==> src/verilog/pxr_pkg.sv <==
package pxr_pkg;
   // ****************************************
   // Register numbers on the management bus
   // ****************************************
   localparam logic [4:0] PXR_ADDR_EXPANSION = 5'h06;
   localparam logic [4:0] PXR_ADDR_VENDOR = 5'h10;
   localparam logic [4:0] PXR_ADDR_SPECIAL = 5'h11;
   localparam int PXR_ADDR_W = 5;
   localparam int PXR_DATA_W = 16;

   // ****************************************
   // Expansion register fields
   // ****************************************
   localparam int PXR_EXP_PD_FAULT = 4;
   localparam int PXR_EXP_LP_NP_ABLE = 3;
   localparam int PXR_EXP_NP_ABLE = 2;
   localparam int PXR_EXP_PAGE_RX = 1;
   localparam int PXR_EXP_LP_AN_ABLE = 0;

   // ****************************************
   // Vendor status and control fields
   // ****************************************
   localparam int PXR_VSC_FLOW_EN = 15;
   localparam int PXR_VSC_RSVD_RW = 14;
   localparam int PXR_VSC_CRS_DISC = 13;
   localparam int PXR_VSC_TX_FLOW = 12;
   localparam int PXR_VSC_IN_SYNC = 11;
   localparam int PXR_VSC_PD_100 = 10;
   localparam int PXR_VSC_PD_10 = 9;
   localparam int PXR_VSC_POLARITY = 8;
   localparam int PXR_VSC_T4 = 2;
   localparam int PXR_VSC_SPEED = 1;
   localparam int PXR_VSC_DUPLEX = 0;
   // Writable bits of the vendor register
   localparam logic [15:0] PXR_VSC_WMASK = 16'hf000;

   // ****************************************
   // Special control fields
   // ****************************************
   localparam int PXR_STC_SCR_BYP = 15;
   localparam int PXR_STC_ENC_BYP = 14;
   localparam int PXR_STC_H_PAT = 13;
   localparam int PXR_STC_PAT34 = 12;
   localparam int PXR_STC_GOOD_LINK = 11;
   localparam int PXR_STC_TX_CRS_DIS = 9;
   localparam int PXR_STC_DYN_PD_DIS = 8;
   localparam int PXR_STC_AN_LOOP = 7;
   localparam int PXR_STC_TRISTATE = 6;
   localparam int PXR_STC_FILT_BYP = 5;
   localparam int PXR_STC_APOL_DIS = 4;
   localparam int PXR_STC_SQ_DIS = 3;
   localparam int PXR_STC_EXT_SQ = 2;
   localparam int PXR_STC_LINK_DIS = 1;
   localparam int PXR_STC_JAB_DIS = 0;

   // ****************************************
   // Reset values
   // ****************************************
   localparam logic [15:0] PXR_EXP_RESET = 16'h0000;
   localparam logic [15:0] PXR_VSC_RESET = 16'h0000;
   localparam logic [15:0] PXR_STC_RESET = 16'h0000;
   localparam logic [15:0] PXR_ZERO = 16'h0000;
endpackage : pxr_pkg

==> src/verilog/pxr_flag_if.sv <==
`timescale 1ns/1ps
interface pxr_flag_if;
   logic set;
   logic clr;
   logic flag;
   modport owner (input set, input clr, output flag);
   modport user (output set, output clr, input flag);
endinterface : pxr_flag_if

==> src/verilog/pxr_latch_flag.sv <==
`timescale 1ns/1ps
module pxr_latch_flag (
   input wire logic mclk,
   input wire logic srst,
   pxr_flag_if.owner fl
);
   logic flag_q;
   logic flag_d;

   // Set beats clear so an event during the clearing read survives
   assign flag_d = fl.set | (flag_q & ~fl.clr);
   assign fl.flag = flag_q;

   always_ff @(posedge mclk) begin
      if (srst) begin
         flag_q <= 1'b0;
      end else begin
         flag_q <= flag_d;
      end
   end
endmodule : pxr_latch_flag

==> src/verilog/pxr_regs.sv <==
`timescale 1ns/1ps
// Overview of operation
// - Parallel-detection fault latches high at expansion bit 4, cleared by read.
// - Page-received latches high at expansion bit 1, cleared by read.
// - Expansion bits 3, 2, 0 show next-page and autoneg abilities, reset 0.
// - Reserved expansion 15:5 and vendor 7:3 read zero; writes ignored.
// - Vendor bit 15 enables vendor flow control; read-write, reset 0.
// - Vendor bit 13 enables carrier-sense disconnect; reset depends on mode.
// - Vendor bit 12 enables transmit flow control; read-write, reset 0.
// - Vendor bits 11..8 report sync, power-down and reversed polarity.
// - Vendor bits 2..0 report T4, speed and duplex outcome.
// - Special bits 15, 14 bypass scrambler and 4B/5B coding.
// - Special bits 13, 12 force H pattern and 34 pattern.
// - Special bit 11 forces 100BASE-TX link good.
// - Special bit 9 disables carrier sense from own transmissions.
// - Special bit 8 disables dynamic power-down.
// - Special bit 7 puts auto-negotiation in loopback.
// - Special bit 6 tri-states the line transmit drivers.
// - Special bit 5 bypasses receive filter; bit 4 disables auto polarity.
// - Special bit 3 disables squelch test; bit 2 enables extended squelch.
// - Special bit 1 disables link integrity; bit 0 disables jabber.
module pxr_regs (
   mclk,
   srst,
   repeater_mode,
   reg_addr,
   reg_wr,
   reg_rd,
   reg_wdata,
   reg_rdata,
   reg_rvalid,
   pd_fault_evt,
   page_rx_evt,
   lp_np_able,
   np_able,
   lp_an_able,
   rx_in_sync,
   pd_100,
   pd_10,
   pol_reversed,
   res_t4,
   res_speed,
   res_duplex,
   flow_en,
   crs_disc_en,
   tx_flow_en,
   scr_bypass,
   enc_bypass,
   tx_h_pattern,
   tx_pattern34,
   force_link_good,
   tx_crs_dis,
   dyn_pd_dis,
   an_loopback,
   tx_tristate,
   filt_bypass,
   auto_pol_dis,
   squelch_dis,
   ext_squelch_en,
   link_int_dis,
   jabber_dis
);
   import pxr_pkg::*;

   input wire logic mclk;
   input wire logic srst;
   input wire logic repeater_mode;
   input wire logic [pxr_pkg::PXR_ADDR_W-1:0] reg_addr;
   input wire logic reg_wr;
   input wire logic reg_rd;
   input wire logic [pxr_pkg::PXR_DATA_W-1:0] reg_wdata;
   output logic [pxr_pkg::PXR_DATA_W-1:0] reg_rdata;
   output logic reg_rvalid;
   input wire logic pd_fault_evt;
   input wire logic page_rx_evt;
   input wire logic lp_np_able;
   input wire logic np_able;
   input wire logic lp_an_able;
   input wire logic rx_in_sync;
   input wire logic pd_100;
   input wire logic pd_10;
   input wire logic pol_reversed;
   input wire logic res_t4;
   input wire logic res_speed;
   input wire logic res_duplex;
   output logic flow_en;
   output logic crs_disc_en;
   output logic tx_flow_en;
   output logic scr_bypass;
   output logic enc_bypass;
   output logic tx_h_pattern;
   output logic tx_pattern34;
   output logic force_link_good;
   output logic tx_crs_dis;
   output logic dyn_pd_dis;
   output logic an_loopback;
   output logic tx_tristate;
   output logic filt_bypass;
   output logic auto_pol_dis;
   output logic squelch_dis;
   output logic ext_squelch_en;
   output logic link_int_dis;
   output logic jabber_dis;

   // ****************************************
   // State
   // ****************************************
   typedef enum logic [0:0] {PXR_ST_RESET, PXR_ST_RUN} pxr_state_t;
   pxr_state_t state_q;
   logic [15:0] vsc_q;
   logic [15:0] vsc_d;
   logic [15:0] stc_q;
   logic [15:0] stc_d;
   logic [15:0] stat_q;
   logic [15:0] abil_q;
   logic [15:0] rdata_q;
   logic [15:0] rdata_d;
   logic rvalid_q;
   logic [15:0] exp_word;
   logic [15:0] vsc_word;
   logic sel_exp;
   logic sel_vsc;
   logic sel_stc;
   logic rd_exp;

   pxr_flag_if fault_if ();
   pxr_flag_if page_if ();

   function automatic logic [15:0] pxr_merge(input logic [15:0] old_v,
                                             input logic [15:0] new_v,
                                             input logic [15:0] mask);
      pxr_merge = (old_v & ~mask) | (new_v & mask);
   endfunction : pxr_merge

   // ****************************************
   // Decode
   // ****************************************
   assign sel_exp = (reg_addr == PXR_ADDR_EXPANSION);
   assign sel_vsc = (reg_addr == PXR_ADDR_VENDOR);
   assign sel_stc = (reg_addr == PXR_ADDR_SPECIAL);
   assign rd_exp = reg_rd & sel_exp;

   // ****************************************
   // Latched-high flags, self clearing on read
   // ****************************************
   assign fault_if.set = pd_fault_evt;
   assign fault_if.clr = rd_exp;
   assign page_if.set = page_rx_evt;
   assign page_if.clr = rd_exp;

   pxr_latch_flag u_fault (
      .mclk(mclk),
      .srst(srst),
      .fl(fault_if)
   );

   pxr_latch_flag u_page (
      .mclk(mclk),
      .srst(srst),
      .fl(page_if)
   );

   // ****************************************
   // Read words
   // ****************************************
   // Status inputs are registered so read data never depends on a raw pin
   always_comb begin
      exp_word = PXR_ZERO;
      exp_word[PXR_EXP_PD_FAULT] = fault_if.flag;
      exp_word[PXR_EXP_LP_NP_ABLE] = abil_q[PXR_EXP_LP_NP_ABLE];
      exp_word[PXR_EXP_NP_ABLE] = abil_q[PXR_EXP_NP_ABLE];
      exp_word[PXR_EXP_PAGE_RX] = page_if.flag;
      exp_word[PXR_EXP_LP_AN_ABLE] = abil_q[PXR_EXP_LP_AN_ABLE];
   end

   always_comb begin
      vsc_word = vsc_q & PXR_VSC_WMASK;
      vsc_word[PXR_VSC_IN_SYNC] = stat_q[PXR_VSC_IN_SYNC];
      vsc_word[PXR_VSC_PD_100] = stat_q[PXR_VSC_PD_100];
      vsc_word[PXR_VSC_PD_10] = stat_q[PXR_VSC_PD_10];
      vsc_word[PXR_VSC_POLARITY] = stat_q[PXR_VSC_POLARITY];
      vsc_word[PXR_VSC_T4] = stat_q[PXR_VSC_T4];
      vsc_word[PXR_VSC_SPEED] = stat_q[PXR_VSC_SPEED];
      vsc_word[PXR_VSC_DUPLEX] = stat_q[PXR_VSC_DUPLEX];
   end

   // Unmapped numbers read as zero
   assign rdata_d = sel_exp ? exp_word :
                    sel_vsc ? vsc_word :
                    sel_stc ? stc_q :
                    PXR_ZERO;

   // Reserved writable bit 14 is stored as written; software keeps it zero
   assign vsc_d = (reg_wr & sel_vsc) ?
                  pxr_merge(vsc_q, reg_wdata, PXR_VSC_WMASK) : vsc_q;
   assign stc_d = (reg_wr & sel_stc) ? reg_wdata : stc_q;

   // ****************************************
   // Registers
   // ****************************************
   always_ff @(posedge mclk) begin
      if (srst) begin
         state_q <= PXR_ST_RESET;
      end else begin
         state_q <= PXR_ST_RUN;
      end
   end

   // Disconnect default is taken from the mode strap in the cycle after reset
   always_ff @(posedge mclk) begin
      if (srst) begin
         vsc_q <= PXR_VSC_RESET;
      end else begin
         case (state_q)
            PXR_ST_RESET: begin
               vsc_q <= vsc_d;
               vsc_q[PXR_VSC_CRS_DISC] <= repeater_mode;
            end
            PXR_ST_RUN: begin
               vsc_q <= vsc_d;
            end
            default: begin
               vsc_q <= vsc_d;
            end
         endcase
      end
   end

   always_ff @(posedge mclk) begin
      if (srst) begin
         stc_q <= PXR_STC_RESET;
      end else begin
         stc_q <= stc_d;
      end
   end

   // ****************************************
   // Status sampling
   // ****************************************
   // A status change is readable one cycle after it reaches the pins
   always_ff @(posedge mclk) begin
      if (srst) begin
         stat_q <= PXR_ZERO;
      end else begin
         stat_q <= {4'h0, rx_in_sync, pd_100, pd_10, pol_reversed,
                    5'h00, res_t4, res_speed, res_duplex};
      end
   end

   // Abilities sit apart: bits 2 and 0 mean different things in each word
   always_ff @(posedge mclk) begin
      if (srst) begin
         abil_q <= PXR_EXP_RESET;
      end else begin
         abil_q <= {12'h000, lp_np_able, np_able, 1'b0, lp_an_able};
      end
   end

   always_ff @(posedge mclk) begin
      if (srst) begin
         rdata_q <= PXR_ZERO;
      end else begin
         rdata_q <= reg_rd ? rdata_d : rdata_q;
      end
   end

   // One-cycle answer strobe for every accepted read
   always_ff @(posedge mclk) begin
      if (srst) begin
         rvalid_q <= 1'b0;
      end else begin
         rvalid_q <= reg_rd;
      end
   end

   assign reg_rdata = rdata_q;
   assign reg_rvalid = rvalid_q;

   // ****************************************
   // Control outputs, straight from flip-flops
   // ****************************************
   assign flow_en = vsc_q[PXR_VSC_FLOW_EN];
   assign crs_disc_en = vsc_q[PXR_VSC_CRS_DISC];
   assign tx_flow_en = vsc_q[PXR_VSC_TX_FLOW];
   assign scr_bypass = stc_q[PXR_STC_SCR_BYP];
   assign enc_bypass = stc_q[PXR_STC_ENC_BYP];
   assign tx_h_pattern = stc_q[PXR_STC_H_PAT];
   assign tx_pattern34 = stc_q[PXR_STC_PAT34];
   assign force_link_good = stc_q[PXR_STC_GOOD_LINK];
   assign tx_crs_dis = stc_q[PXR_STC_TX_CRS_DIS];
   assign dyn_pd_dis = stc_q[PXR_STC_DYN_PD_DIS];
   assign an_loopback = stc_q[PXR_STC_AN_LOOP];
   assign tx_tristate = stc_q[PXR_STC_TRISTATE];
   assign filt_bypass = stc_q[PXR_STC_FILT_BYP];
   assign auto_pol_dis = stc_q[PXR_STC_APOL_DIS];
   assign squelch_dis = stc_q[PXR_STC_SQ_DIS];
   assign ext_squelch_en = stc_q[PXR_STC_EXT_SQ];
   assign link_int_dis = stc_q[PXR_STC_LINK_DIS];
   assign jabber_dis = stc_q[PXR_STC_JAB_DIS];
endmodule : pxr_regs

==> config.mk <==
export PLATFORM = sky130hd
export DESIGN_NAME = pxr_regs
export DESIGN_NICKNAME = d
export VERILOG_FILES = /design/src/verilog/pxr_pkg.sv /design/src/verilog/pxr_flag_if.sv /design/src/verilog/pxr_latch_flag.sv /design/src/verilog/pxr_regs.sv
export SDC_FILE = /design/constraint.sdc
export NUM_CORES = 1
export LEC_CHECK = 0
export BUFFER_PORTS_ARGS = -buffer_cell sky130_fd_sc_hd__buf_4
export CAP_MARGIN = 5
export CORE_MARGIN = 1.5
export CORE_UTILIZATION = 35
export CTS_BUF_LIST = sky130_fd_sc_hd__clkbuf_16
export CTS_CLUSTER_SIZE = 12
export DETAILED_ROUTE_END_ITERATION = 10
export PLACE_DENSITY = 0.66
export SLEW_MARGIN = 0
export SYNTH_ARGS = -nofsm -noshare
export SYNTH_HDL_FRONTEND = slang
export SYNTH_SLANG_ARGS = --single-unit
==> constraint.sdc <==
create_clock -name mclk -period 1.4 [get_ports mclk]
set_input_delay 0.21 -clock mclk [delete_from_list [all_inputs] [get_ports mclk]]
set_output_delay 0.21 -clock mclk [all_outputs]
set_load 0.01 [all_outputs]
==> impl_metrics.yaml <==
logic_synthesis:
  postSynthAreaPerCell_um2: 9.17
  netlist_area_um2: 2000
  synth_ff_type: "dfxtp_1"
  synth_area_leaders: "dfxtp_1 (50%), nand2_1 (8.8%), mux2i_1 (8.0%)"
  synth_top_family_by_area: "simple AND/OR/NAND/NOR gates"
  synthCells: 218
  yosys.area.top_type: "dfxtp_1"
  yosysWarnings: 0
  synth_seq_cells: 50
  yosys.area.top_type_share_pct: 50.1
  synth_compound_area_share_pct: 9.58
  syn_nets: 256
  synth_xor_area_share_pct: 0
  synthSimpleGateAreaFrac_pct: 22.6
  ys_types: 27
  async_flop_share_pct: 0
  ys_seq_area_share_pct: 50.1
  muxShareOfSynthArea_pct: 12.5
  yosys.area_share.adder_pct: 0
  synth-edff-count: 0
layout:
  final_cell_mix: "buf_4 (82), dfxtp_1 (50), nand2_1 (47), a21oi_1 (16), mux2i_1 (16)"
  layout.cells.non_filler: 366
  fin_util_pct: 50.9
  drive_gt1_share_pct: 34.4
  layout.nets: 331
  fin_area_um2: 2800
  synthToLayoutAreaGrowth_pct: 40.1
  final_common_cell: "buf_4"
  diodes: 0
floorplanning:
  core_area_um2: 5510
  io_pins: 73
  die-width_um: 78.6
  dieArea_um2: 6170
  die_y_um: 78.6
  start_util_pct: 36.3
  fp-row-count: 27
setup_path:
  startpoint_type: "input port"
  worstPathRequired_ns: 1.57
  crit_chain: "buf_4 -> or4b_2 -> o21ai_0 -> a311oi_1"
  end_kind: "register"
  cpLargestDelayFamily: "simple AND/OR/NAND/NOR gates"
  slowest_delay_ns: 0.73
  worstPathArrival_ns: 1.37
  cp_max_fo: 4
  cpMaxStageDelayCell: "or4b_2"
  criticalPathCategory: "input port to register"
  worst-path-buf-inv: 1
clock_network:
  ctsHtreeMaxLevel: 2
  cts_root_buffer: "clkbuf_16"
  holdBufCountCts: 0
  cts.repair.resized: 0
  clock_sinks: 50
  cts_buffers: 5
  tritoncts: "yes"
  clk_latency_ns: 0.29
  path_clk_slew_ns: 0.07
  cts_buffer_depth: 2
  cts_setup_buffers: 0
drt:
  num_vias: 1807
  wl_per_cell_um: 13.7
  ant_nets: 0
  drt_iter0_markers: 55
  vias_per_cell: 4.94
  drc: 0
  routed_wl_um: 5020
  drt_first_pass_iters: 4
global_routing:
  grt_max_degree: 34
  grt.total_usage_pct: 16.7
  overflow: 0
  grt_pass1_vias: 1688
  antenna_found_initial: 0
  grt_pass1_wl_um: 8020
pwr:
  ir_drop_mv: 0.544
  p_leak_nw: 1.16
  power.density_nw_per_um2: 1030
timing:
  hold_viol: 0
  fin_crit_sh_pct: 85.7
  maxSlewHeadroom_pct: 67.9
  setup_viol: 0
  worstMarginPinSlew_ns: 0.481
  holdWs_ns: 0.126
  max_clock_freq_mhz: 833
  drv_slew: 0
  rsz0062_at_grt: "no"
  post-route-min-period_ns: 1.20
  fin_worst_skew_ns: 0.00657
placement:
  place_congestion: 0.799
  hpwl_um: 3680
  io_buffers: 72
  dp_cells: 358
  place_area_um2: 2660
status:
  outcome: "completed"
job:
  cap_violations: 0
hold_path:
  min_path_type: "input port to register"
==> cells in the mapped netlist (2+ instances only) <==
library cell	n
inv_1	5
dfxtp_1	50
or3_1	2
o21ai_0	7
nand3_1	14
mux2i_1	16
o221ai_1	3
mux2_2	8
clkbuf_1	11
nand2_1	47
buf_4	2
a32oi_1	3
nand4_1	9
a21oi_1	16
nor2b_1	13
==> sequential cells by signal (all words and copies together) (netlist names) <==
register,count
u_page.fl.flag,1
reg_rvalid,1
state_q,1
vsc_q,4
stat_q,7
u_fault.fl.flag,1
stc_q,16
reg_rdata,16
abil_q,3
==> layer usage <==
metal	track usage, %	vias up	wire [µm]
met2	26.0	71	2280
li1	-	904	-
met1	21.0	823	2230
met3	5.12	9	409
met5	0	-	0
met4	7.86	0	107
==> per-stage QoR <==
stage	setup WS [ns]	total power [W]	setup TNS (ns)
after global routing	0.171	0.00302	0
after global placement	-0.0843	0.00175	-0.217
after CTS	0.206	0.00293	0
after floorplan	0.111	0.00161	0
final	0.200	0.00289	0
after detailed placement	-0.102	0.00176	-0.246
==> final timing paths <==
kind	slack, ns	cells past startpoint	from	endpoint
worst max-delay path	0.20	4	reg_addr[1]	vsc_q[13]$_SDFFE_PP0P_
worst max register to register	0.46	3	u_fault.fl.flag$_SDFF_PP0_	reg_rdata[4]$_SDFFE_PP0P_
worst min register to register	0.46	2	reg_rdata[7]$_SDFFE_PP0P_	reg_rdata[7]$_SDFFE_PP0P_
worst min-delay path	0.13	2	pol_reversed	stat_q[8]$_SDFF_PP0_
==> report_power, final <==
part	internal, W	switching (W)	leakage [nW]
Combinational	0.000137	0.000121	0.681
Sequential	0.00145	0.0000128	0.407
Clock	0.000653	0.000514	0.0672
==> cells by family (layout without fill, tap and decap cells) <==
kind of cell | Yosys count | in the layout
buffers and inverters | 21 | 97
AND/OR/NAND/NOR | 91 | 91
AO/OA/AOI/OAI | 32 | 32
flip-flops | 50 | 50
multiplexers | 24 | 24
==> worst register-to-register path, stage by stage, from the launching register on <==
cell	delay [ns]
dfxtp_1	0.32
inv_1	0.03
or3_1	0.36
a31oi_1	0.16
==> cell type report <==
class / count / area [µm²]
Clock buffer: 5 / 125
Clock inverter: 3 / 16.3
Fill cell: 548 / 2710
Inverter: 5 / 18.8
Multi-Input combinational cell: 147 / 893
Sequential cell: 50 / 1000
Tap cell: 72 / 90.1
Timing Repair Buffer: 84 / 656
(Power assumes the default switching activity.)
